==> config.mk <==
export PLATFORM = sky130hd
export DESIGN_NAME = ssw_top
export DESIGN_NICKNAME = d
export VERILOG_FILES = /design/src/ssw_pkg.sv /design/src/ssw_sync.sv /design/src/ssw_timer.sv /design/src/ssw_top.sv
export SDC_FILE = /design/constraint.sdc
export NUM_CORES = 1
export LEC_CHECK = 0
export ABC_AREA = 1
export BUFFER_PORTS_ARGS = -buffer_cell sky130_fd_sc_hd__buf_2
export CAP_MARGIN = 20
export CORE_UTILIZATION = 47
export DETAILED_ROUTE_END_ITERATION = 12
export SETUP_SLACK_MARGIN = 0.05
export SLEW_MARGIN = 5
export SYNTH_ARGS = -nofsm -noshare
export SYNTH_HDL_FRONTEND = slang
export SYNTH_HIERARCHICAL = 1
export SYNTH_SLANG_ARGS = --single-unit
==> constraint.sdc <==
create_clock -name core_clk -period 1.5 [get_ports core_clk]
set_input_delay 0.45 -clock core_clk [delete_from_list [all_inputs] [get_ports core_clk]]
set_output_delay 0.45 -clock core_clk [all_outputs]
set_load 0.02 [all_outputs]
==> src/ssw_pkg.sv <==
package ssw_pkg;

  // Clock rate in Hz.
  localparam longint CLK_HZ = 64'd25_000_000;

  // Power-on reset delay in milliseconds.
  localparam longint POR_DELAY_MS = 64'd200;
  // Least reset pulse for manual reset and brownout in milliseconds.
  localparam longint MIN_PULSE_MS = 64'd140;
  // Watchdog timeout in milliseconds.
  localparam longint WDOG_TIMEOUT_MS = 64'd1600;
  // Shortest kick pulse that must be seen, in nanoseconds.
  localparam longint KICK_PULSE_NS = 64'd50;

  // Least times round up, the longest time rounds down.
  localparam longint POR_CYCLES = (POR_DELAY_MS * CLK_HZ + 64'd999) / 64'd1000;
  localparam longint MIN_PULSE_CYCLES = (MIN_PULSE_MS * CLK_HZ + 64'd999) / 64'd1000;
  localparam longint WDOG_CYCLES = (WDOG_TIMEOUT_MS * CLK_HZ) / 64'd1000;
  localparam longint KICK_PULSE_CYCLES = (KICK_PULSE_NS * CLK_HZ + 64'd999_999_999)
    / 64'd1_000_000_000;

  // Width of every interval counter.
  localparam int CNT_W = 32;

  // Output build variants.
  typedef enum logic [1:0]
  {
    SSW_VAR_LOW_WDOG = 2'h0,
    SSW_VAR_HIGH_WDOG = 2'h1,
    SSW_VAR_BOTH_NOWDOG = 2'h2
  } ssw_variant_t;

  // Reset generator states, Gray coded along the path.
  typedef enum logic [1:0]
  {
    SSW_RST_HOLD = 2'b00,
    SSW_RST_DELAY = 2'b01,
    SSW_RST_RUN = 2'b11
  } ssw_rst_state_t;

endpackage : ssw_pkg

==> src/ssw_sync.sv <==
`timescale 1ns/10ps
// Two-flop synchroniser for one level.
module ssw_sync
  import ssw_pkg::*;
#(
  parameter logic INIT = 1'b0
)
(
  input wire logic core_clk,
  input wire logic sys_rst,
  input wire logic din,
  output logic dout
);

  logic stage1;
  logic next_stage1;
  logic next_dout;

  // First stage feeds only the second stage.
  always_comb
  begin
    next_stage1 = din;
    next_dout = stage1;
  end

  // Register both stages.
  always_ff @(posedge core_clk or posedge sys_rst)
  begin
    if (sys_rst)
    begin
      stage1 <= INIT;
      dout <= INIT;
    end
    else
    begin
      stage1 <= next_stage1;
      dout <= next_dout;
    end
  end

endmodule : ssw_sync

==> src/ssw_timer.sv <==
`timescale 1ns/10ps
// Up counter that clears, holds and flags when it reaches its limit.
module ssw_timer
  import ssw_pkg::*;
#(
  parameter logic [CNT_W-1:0] LIMIT = 32'h0000_0010
)
(
  input wire logic core_clk,
  input wire logic sys_rst,
  input wire logic clear,
  input wire logic run,
  output logic done
);

  logic [CNT_W-1:0] count;
  logic [CNT_W-1:0] next_count;

  // Count up while running and stop at the limit.
  always_comb
  begin
    next_count = count;
    if (clear)
      next_count = '0;
    else if (run && count < LIMIT)
      next_count = count + 32'h0000_0001;
  end

  // Register the count.
  always_ff @(posedge core_clk or posedge sys_rst)
  begin
    if (sys_rst)
      count <= '0;
    else
      count <= next_count;
  end

  assign done = (count >= LIMIT);

endmodule : ssw_timer

==> src/ssw_top.sv <==
`timescale 1ns/10ps
// Overview of operation
// - Kick silent for timeout drives expiry low.
// - Reset or floating kick keeps counter cleared.
// - Counter runs after reset with driven kick.
// - Short kick pulses clear the counter.
// - Reset released 200ms after supply good, 140ms if supply fell during a delay or manual reset.
// - Supply not good asserts reset.
// - Brownout during pulse extends it 140ms.
// - Reset held low throughout power-down.
// - High reset is complement of low reset in the no-watchdog build only.
// - Supply not good forces expiry low.
// - Floating kick makes expiry a low-line flag.
// - Manual reset starts pulse of 140ms.
// - Power-fail sense low drives warning low.
// - Option: active-high reset output only.
// - Option: no watchdog, both reset polarities.
// - Expiry stays low until next kick, manual reset or floating kick.
// - Expiry released at once on supply good.
module ssw_top
  import ssw_pkg::*;
#(
  parameter ssw_variant_t VARIANT = SSW_VAR_LOW_WDOG,
  parameter logic [CNT_W-1:0] POR_CNT = CNT_W'(POR_CYCLES),
  parameter logic [CNT_W-1:0] PULSE_CNT = CNT_W'(MIN_PULSE_CYCLES),
  parameter logic [CNT_W-1:0] WDOG_CNT = CNT_W'(WDOG_CYCLES)
)
(
  input wire logic core_clk,
  input wire logic sys_rst,
  input wire logic supply_good,
  input wire logic manual_reset_n,
  input wire logic power_fail_sense_in,
  input wire logic watchdog_kick_in,
  input wire logic watchdog_kick_float,
  output logic cpu_reset_n,
  output logic cpu_reset,
  output logic watchdog_expired_n,
  output logic power_fail_warn_n
);

  localparam logic HAS_WDOG = (VARIANT != SSW_VAR_BOTH_NOWDOG);

  logic good_s;
  logic mr_n_s;
  logic pfi_s;
  logic kick_s;
  logic float_s;

  // Bring the comparator results and pins into the clock domain.
  ssw_sync #(.INIT(1'b0)) u_sync_good (.core_clk(core_clk), .sys_rst(sys_rst),
    .din(supply_good), .dout(good_s));
  ssw_sync #(.INIT(1'b1)) u_sync_mr (.core_clk(core_clk), .sys_rst(sys_rst),
    .din(manual_reset_n), .dout(mr_n_s));
  ssw_sync #(.INIT(1'b1)) u_sync_pfi (.core_clk(core_clk), .sys_rst(sys_rst),
    .din(power_fail_sense_in), .dout(pfi_s));
  ssw_sync #(.INIT(1'b0)) u_sync_kick (.core_clk(core_clk), .sys_rst(sys_rst),
    .din(watchdog_kick_in), .dout(kick_s));
  ssw_sync #(.INIT(1'b1)) u_sync_float (.core_clk(core_clk), .sys_rst(sys_rst),
    .din(watchdog_kick_float), .dout(float_s));

  ssw_rst_state_t state;
  ssw_rst_state_t next_state;
  logic hold_rst;
  logic next_hold_rst;
  logic tmr_clear;
  logic tmr_run;
  logic tmr_done;
  logic pulse_mode;
  logic next_pulse_mode;
  logic por_done;
  logic pulse_done;

  // One counter measures the power-on delay, a second the least pulse.
  ssw_timer #(.LIMIT(POR_CNT)) u_por_tmr (.core_clk(core_clk), .sys_rst(sys_rst),
    .clear(tmr_clear), .run(tmr_run && !pulse_mode), .done(por_done));
  ssw_timer #(.LIMIT(PULSE_CNT)) u_pulse_tmr (.core_clk(core_clk), .sys_rst(sys_rst),
    .clear(tmr_clear), .run(tmr_run && pulse_mode), .done(pulse_done));

  assign tmr_done = pulse_mode ? pulse_done : por_done;

  // Reset sequencer: hold while supply bad or button held, then time out.
  always_comb
  begin
    next_state = state;
    next_pulse_mode = pulse_mode;
    tmr_clear = 1'b0;
    tmr_run = 1'b0;
    case (state)
      SSW_RST_HOLD:
      begin
        tmr_clear = 1'b1;
        if (good_s && mr_n_s)
          next_state = SSW_RST_DELAY;
      end
      SSW_RST_DELAY:
      begin
        tmr_run = 1'b1;
        if (!good_s)
        begin
          next_state = SSW_RST_HOLD;
          next_pulse_mode = 1'b1;
        end
        else if (!mr_n_s)
        begin
          next_state = SSW_RST_HOLD;
          next_pulse_mode = 1'b1;
        end
        else if (tmr_done)
          next_state = SSW_RST_RUN;
      end
      SSW_RST_RUN:
      begin
        tmr_clear = 1'b1;
        if (!good_s)
        begin
          next_state = SSW_RST_HOLD;
          next_pulse_mode = 1'b0;
        end
        else if (!mr_n_s)
        begin
          next_state = SSW_RST_HOLD;
          next_pulse_mode = 1'b1;
        end
      end
      default:
      begin
        next_state = SSW_RST_HOLD;
        next_pulse_mode = 1'b0;
      end
    endcase
    next_hold_rst = (next_state != SSW_RST_RUN);
  end

  // Register the sequencer.
  always_ff @(posedge core_clk or posedge sys_rst)
  begin
    if (sys_rst)
    begin
      state <= SSW_RST_HOLD;
      pulse_mode <= 1'b0;
      hold_rst <= 1'b1;
    end
    else
    begin
      state <= next_state;
      pulse_mode <= next_pulse_mode;
      hold_rst <= next_hold_rst;
    end
  end

  logic kick_prev;
  logic next_kick_prev;
  logic kicked;
  logic [CNT_W-1:0] wd_count;
  logic [CNT_W-1:0] next_wd_count;
  logic expired;
  logic next_expired;
  logic wd_enable;

  assign wd_enable = HAS_WDOG && !hold_rst && !float_s;
  // Every synchronised edge is a kick; a 50 ns pulse spans a clock edge.
  assign kicked = (kick_s != kick_prev);

  // Watchdog counter and sticky expiry flag.
  always_comb
  begin
    next_kick_prev = kick_s;
    next_wd_count = wd_count;
    next_expired = expired;
    if (!wd_enable || kicked)
    begin
      next_wd_count = '0;
      next_expired = 1'b0;
    end
    else if (wd_count < WDOG_CNT)
      next_wd_count = wd_count + 32'h0000_0001;
    else
      next_expired = 1'b1;
  end

  // Register the watchdog.
  always_ff @(posedge core_clk or posedge sys_rst)
  begin
    if (sys_rst)
    begin
      kick_prev <= 1'b0;
      wd_count <= '0;
      expired <= 1'b0;
    end
    else
    begin
      kick_prev <= next_kick_prev;
      wd_count <= next_wd_count;
      expired <= next_expired;
    end
  end

  logic next_cpu_reset_n;
  logic next_cpu_reset;
  logic next_wdo_n;
  logic next_pfo_n;

  // Output drive per build variant; all outputs leave flip-flops.
  always_comb
  begin
    next_cpu_reset_n = !next_hold_rst;
    next_cpu_reset = next_hold_rst;
    if (VARIANT == SSW_VAR_HIGH_WDOG)
      next_cpu_reset_n = 1'b1;
    next_wdo_n = !(expired || !good_s);
    if (VARIANT == SSW_VAR_BOTH_NOWDOG)
      next_wdo_n = 1'b1;
    else if (VARIANT == SSW_VAR_LOW_WDOG)
      next_cpu_reset = 1'b0;
    next_pfo_n = pfi_s;
  end

  // Register the outputs.
  always_ff @(posedge core_clk or posedge sys_rst)
  begin
    if (sys_rst)
    begin
      // Each build shows its own asserted levels, so the no-watchdog build's reset pair stays complementary.
      cpu_reset_n <= (VARIANT == SSW_VAR_HIGH_WDOG);
      cpu_reset <= (VARIANT != SSW_VAR_LOW_WDOG);
      watchdog_expired_n <= (VARIANT == SSW_VAR_BOTH_NOWDOG);
      power_fail_warn_n <= 1'b0;
    end
    else
    begin
      cpu_reset_n <= next_cpu_reset_n;
      cpu_reset <= next_cpu_reset;
      watchdog_expired_n <= next_wdo_n;
      power_fail_warn_n <= next_pfo_n;
    end
  end

  property p_wdog_expire;
    @(posedge core_clk) disable iff (sys_rst)
    (wd_enable && !kicked && wd_count == WDOG_CNT && good_s) |=> ##1 !watchdog_expired_n;
  endproperty
  a_wdog_expire: assert property (p_wdog_expire) else $error("expiry missed");

  property p_wdog_clear;
    @(posedge core_clk) disable iff (sys_rst)
    (hold_rst || float_s) |=> (wd_count == '0);
  endproperty
  a_wdog_clear: assert property (p_wdog_clear) else $error("counter not cleared");

  property p_wdog_count;
    @(posedge core_clk) disable iff (sys_rst)
    (wd_enable && !kicked && wd_count < WDOG_CNT) |=> (wd_count == $past(wd_count) + 1);
  endproperty
  a_wdog_count: assert property (p_wdog_count) else $error("counter stalled");

  property p_kick;
    @(posedge core_clk) disable iff (sys_rst)
    kicked |=> (wd_count == '0 && !expired);
  endproperty
  a_kick: assert property (p_kick) else $error("kick ignored");

  property p_bad_supply;
    @(posedge core_clk) disable iff (sys_rst)
    !good_s |=> (hold_rst && (!watchdog_expired_n || !HAS_WDOG));
  endproperty
  a_bad_supply: assert property (p_bad_supply) else $error("supply fault not seen");

  property p_por_hold;
    @(posedge core_clk) disable iff (sys_rst)
    ($rose(state == SSW_RST_DELAY) && !pulse_mode) |-> hold_rst [*8];
  endproperty
  a_por_hold: assert property (p_por_hold) else $error("reset released early");

  property p_complement;
    @(posedge core_clk) disable iff (sys_rst)
    (VARIANT == SSW_VAR_BOTH_NOWDOG) |-> (cpu_reset == !cpu_reset_n);
  endproperty
  a_complement: assert property (p_complement) else $error("reset pair mismatch");

  property p_pfo;
    @(posedge core_clk) disable iff (sys_rst)
    !pfi_s |=> !power_fail_warn_n;
  endproperty
  a_pfo: assert property (p_pfo) else $error("warning not driven");

  property p_manual;
    @(posedge core_clk) disable iff (sys_rst)
    (!mr_n_s && good_s && state == SSW_RST_RUN) |=> (hold_rst && pulse_mode);
  endproperty
  a_manual: assert property (p_manual) else $error("manual reset ignored");

  property p_release;
    @(posedge core_clk) disable iff (sys_rst)
    (good_s && !expired && HAS_WDOG) |=> watchdog_expired_n;
  endproperty
  a_release: assert property (p_release) else $error("expiry not released");

  // The high-only build keeps the low output idle and follows the sequencer.
  property p_high_only;
    @(posedge core_clk) disable iff (sys_rst)
    (VARIANT == SSW_VAR_HIGH_WDOG) |-> (cpu_reset_n && cpu_reset == hold_rst);
  endproperty
  a_high_only: assert property (p_high_only) else $error("high-only reset wrong");

  // The build without a watchdog never flags expiry.
  property p_nowdog;
    @(posedge core_clk) disable iff (sys_rst)
    (VARIANT == SSW_VAR_BOTH_NOWDOG) |-> (watchdog_expired_n && cpu_reset_n != hold_rst);
  endproperty
  a_nowdog: assert property (p_nowdog) else $error("no-watchdog build wrong");

endmodule : ssw_top

==> summary.md <==
| Metric | Value |
|---|---|
| Status | finished, violations left |
| Violated checks | negative setup slack |
| TritonCTS clock tree | done |
| Design Area, Final | 10280 um2 |
| FF+latch count, synth | 115 |
| RSZ-0062 raised after global routing | yes |
| Max VDD drop | 0.8751 mV |
| Die Width | 123.9 um |
| Total chip power | 10.54 mW |
| Via-per-instance ratio | 4.975 |
| Top cell type's share of synthesized area | 38.72% |
| N_diodes | 0 |
| Final hold viol count | 0 |
| Predominant post-synthesis flop cell | dfrtp_1 |
| Max-Cap Viols | 0 |
| Clk Tree Root Cell | clkbuf_16 |
| Synth unique cells | 33 |
| Setup CP Type | reg2reg |
| Mapped Area | 6980 um2 |
| Mapped Cells | 1035 |
| Fraction of registers with async set/reset | 100.0% |
| Reg clk slew, reported paths | 0.05 ns |
| Total negative slack | -1.499 ns |
| Final worst-path cycle share | 105.2% |
| DRC | 0 |
| HPWL Detailed | 12.13 mm |
| Layout net count | 1234 |
| Share of cells above drive strength 1 | 43.38% |
| Wire per inst | 14.02 um |
| Largest net degree at the start of global routing | 42 |
| Leakage | 4.777 nW |
| Cell taking the most area after synthesis | dfrtp_1 |
| Crit start category | flop |
| Final worst setup slack | -0.07732 ns |
| Arr. time, crit path | 1.89 ns |
| Core area | 14530 um2 |
| ANT nets after route | 0 |
| I/O pins | 11 |
| Multi-input logic area | 4461 um2 |
| FMAX | 634.0 MHz |
| Final core occ | 70.73% |
| Endpoint class of the critical path | flop |
| Worst endpoint required time | 1.81 ns |
| Fill cell count | 1188 |
| Initial antenna violation count | 0 |
| Syn nets | 1051 |
| H-Tree Depth | 4 |
| RD Place Congestion | 0.8840 |
| Synth Warn # | 6 |
| Quantity of I/O buffers inserted on ports | 9 |
| Number of synthesized flops with an enable pin | 0 |
| Average cell area after synthesis | 6.744 um2 |
| Clock Sinks | 115 |
| Sequential-to-total area share from yosys stat | 41.35% |
| Worst reg2reg setup slack | -0.08 ns |
| First-pass GRT wire length | 31.78 mm |
| Final Max Slew Viols | 0 |
| Synth area leaders | dfrtp_1 39%, nand2_1 20%, nor2_1 11% |
| Die area | 15340 um2 |
| Drt total wl | 19.83 mm |
| Area Overhead vs Synth | 47.27% |
| Pwr/cell area | 1025 nW/um2 |
| Worst Skew | 0.008814 ns |
| Tmin final | 1.577 ns |
| DR iter-0 viols | 460 |
| Setup-failing EPs final | 44 |
| Worst-case clock buffer depth | 2 |
| Initial Utilization | 48.03% |
| Worst-Skew Late Latency | 0.42 ns |
| Hold WC Path Type | in2reg |
| Max FO, Critical Path | 6 |
| Number of global-route vias before repair | 6676 |
| 1st-pass router iterations | 7 |
| Placed Area | 8193 um2 |
| TritonCTS Buffers | 17 |
| FP Rows | 44 |
| Total number of vias | 7039 |
| Dpl ws | -0.1207 ns |
| FF/Latch Area | 2894 um2 |
| Grt total ovfl | 0 |
| Total GRT Usage | 26.91% |
| Die height | 123.9 um |
-- where the power goes --
part / total [mW] / switching [mW] / internal [mW]
Combinational: 3.37 / 1.99 / 1.38
Sequential: 3.32 / 0.107 / 3.21
Clock: 3.85 / 1.56 / 2.28
Total: 10.5 / 3.66 / 6.87
-- per-layer routing --
| layer | vias to the layer above | global-route usage, % | share of wire [%] |
|---|---|---|---|
| met1 | 3329 | 35.53 | 45 |
| met5 | - | 0 | 0 |
| met4 | 0 | 10.17 | 1.7 |
| met3 | 33 | 5.266 | 3.7 |
| li1 | 3543 | - | - |
| met2 | 134 | 43.47 | 49 |
-- cells by family after synthesis --
family                     count (synthesis)  share of synthesized area (%)
and+or+nand+nor                          727                          43.13
other                                      1                        0.05372
adders and majority gates                  9                          1.613
DFF                                      115                          41.35
xor gates and xnor gates                  34                          4.266
buffers and inverters                    132                          8.245
AOI/OAI and AO/OA                         17                          1.344
-- synth_stat cells, types with 2 or more instances --
library cell,count
ha_1,9
nor2_1,209
nand2_1,373
a21oi_1,7
nand3b_1,2
nor3b_1,4
xor2_1,23
buf_2,7
and2_1,2
o21bai_1,2
clkbuf_1,11
nand3_1,111
nor2_2,11
nand2_4,2
buf_6,8
buf_4,3
nand3_4,2
dfrtp_1,108
dfstp_2,7
o21ai_0,7
xnor2_1,11
inv_2,4
nor2_4,3
nand2_2,4
inv_1,97
-- what timing repair did --
item	in CTS	in global routing
pin swaps	69	82
hold endpoints to repair	4	0
setup endpoints to repair	80	81
buffers inserted	22	18
gates resized for setup	173	185
cloned	8	1
hold buffers	1	0
-- final cells by class --
class,count,area share (%)
clock inverters,15,1.315
inverters,102,3.956
clock buffers,17,4.138
well taps,184,2.240
flip-flops and latches,115,28.15
multi-input cells,791,43.39
repair buffers,191,16.81
-- worst max-delay path, stage by stage (launching register included) --
cell and delay (ns):
dfrtp_1 0.39, inv_2 0.09, nand2_2 0.06, nor2_2 0.12
nand2_2 0.09, nor2_4 0.15, nand2_4 0.08, nand3_4 0.14
buf_12 0.14, nand2_8 0.08, nand2_2 0.07, nand2_1 0.05
-- sequential cells by signal, summed over array words and instances (netlist names), 2 cells and up --
| signal | count |
|---|---|
| state | 2 |
| u_por_tmr/count | 32 |
| u_pulse_tmr/count | 32 |
| wd_count | 32 |
-- stage by stage --
stage	hold WS [ns]	std cells
final	0.1282	1415
after detailed placement	0.3380	1334
after floorplan	0.1912	1035
after global placement	0.3434	1334
after global routing	0.1115	1415
after CTS	0.1092	1397
-- worst paths after layout --
path                                  startpoint  depth (start not counted)                    end
max                        u_pulse_tmr/count[19]                         11  u_pulse_tmr/count[17]
min                               manual_reset_n                          1    u_sync_mr/next_dout
max reg2reg                u_pulse_tmr/count[19]                         11  u_pulse_tmr/count[17]
min reg2reg                u_sync_good/next_dout                          0       u_sync_good/dout
max in group asynchronous                sys_rst                          4               hold_rst
min in group asynchronous                sys_rst                          3       u_sync_kick/dout
-- layout by cell type (no fill, tap or decap), types with 24 or more instances in the layout --
cell,count
buf_4,142
dfrtp_1,102
inv_1,64
inv_2,32
nand2_1,257
nand2_2,109
nand3_1,86
nand3_2,25
nor2_1,127
nor2_2,72
nor2_4,24
(Power assumes the default switching activity.)
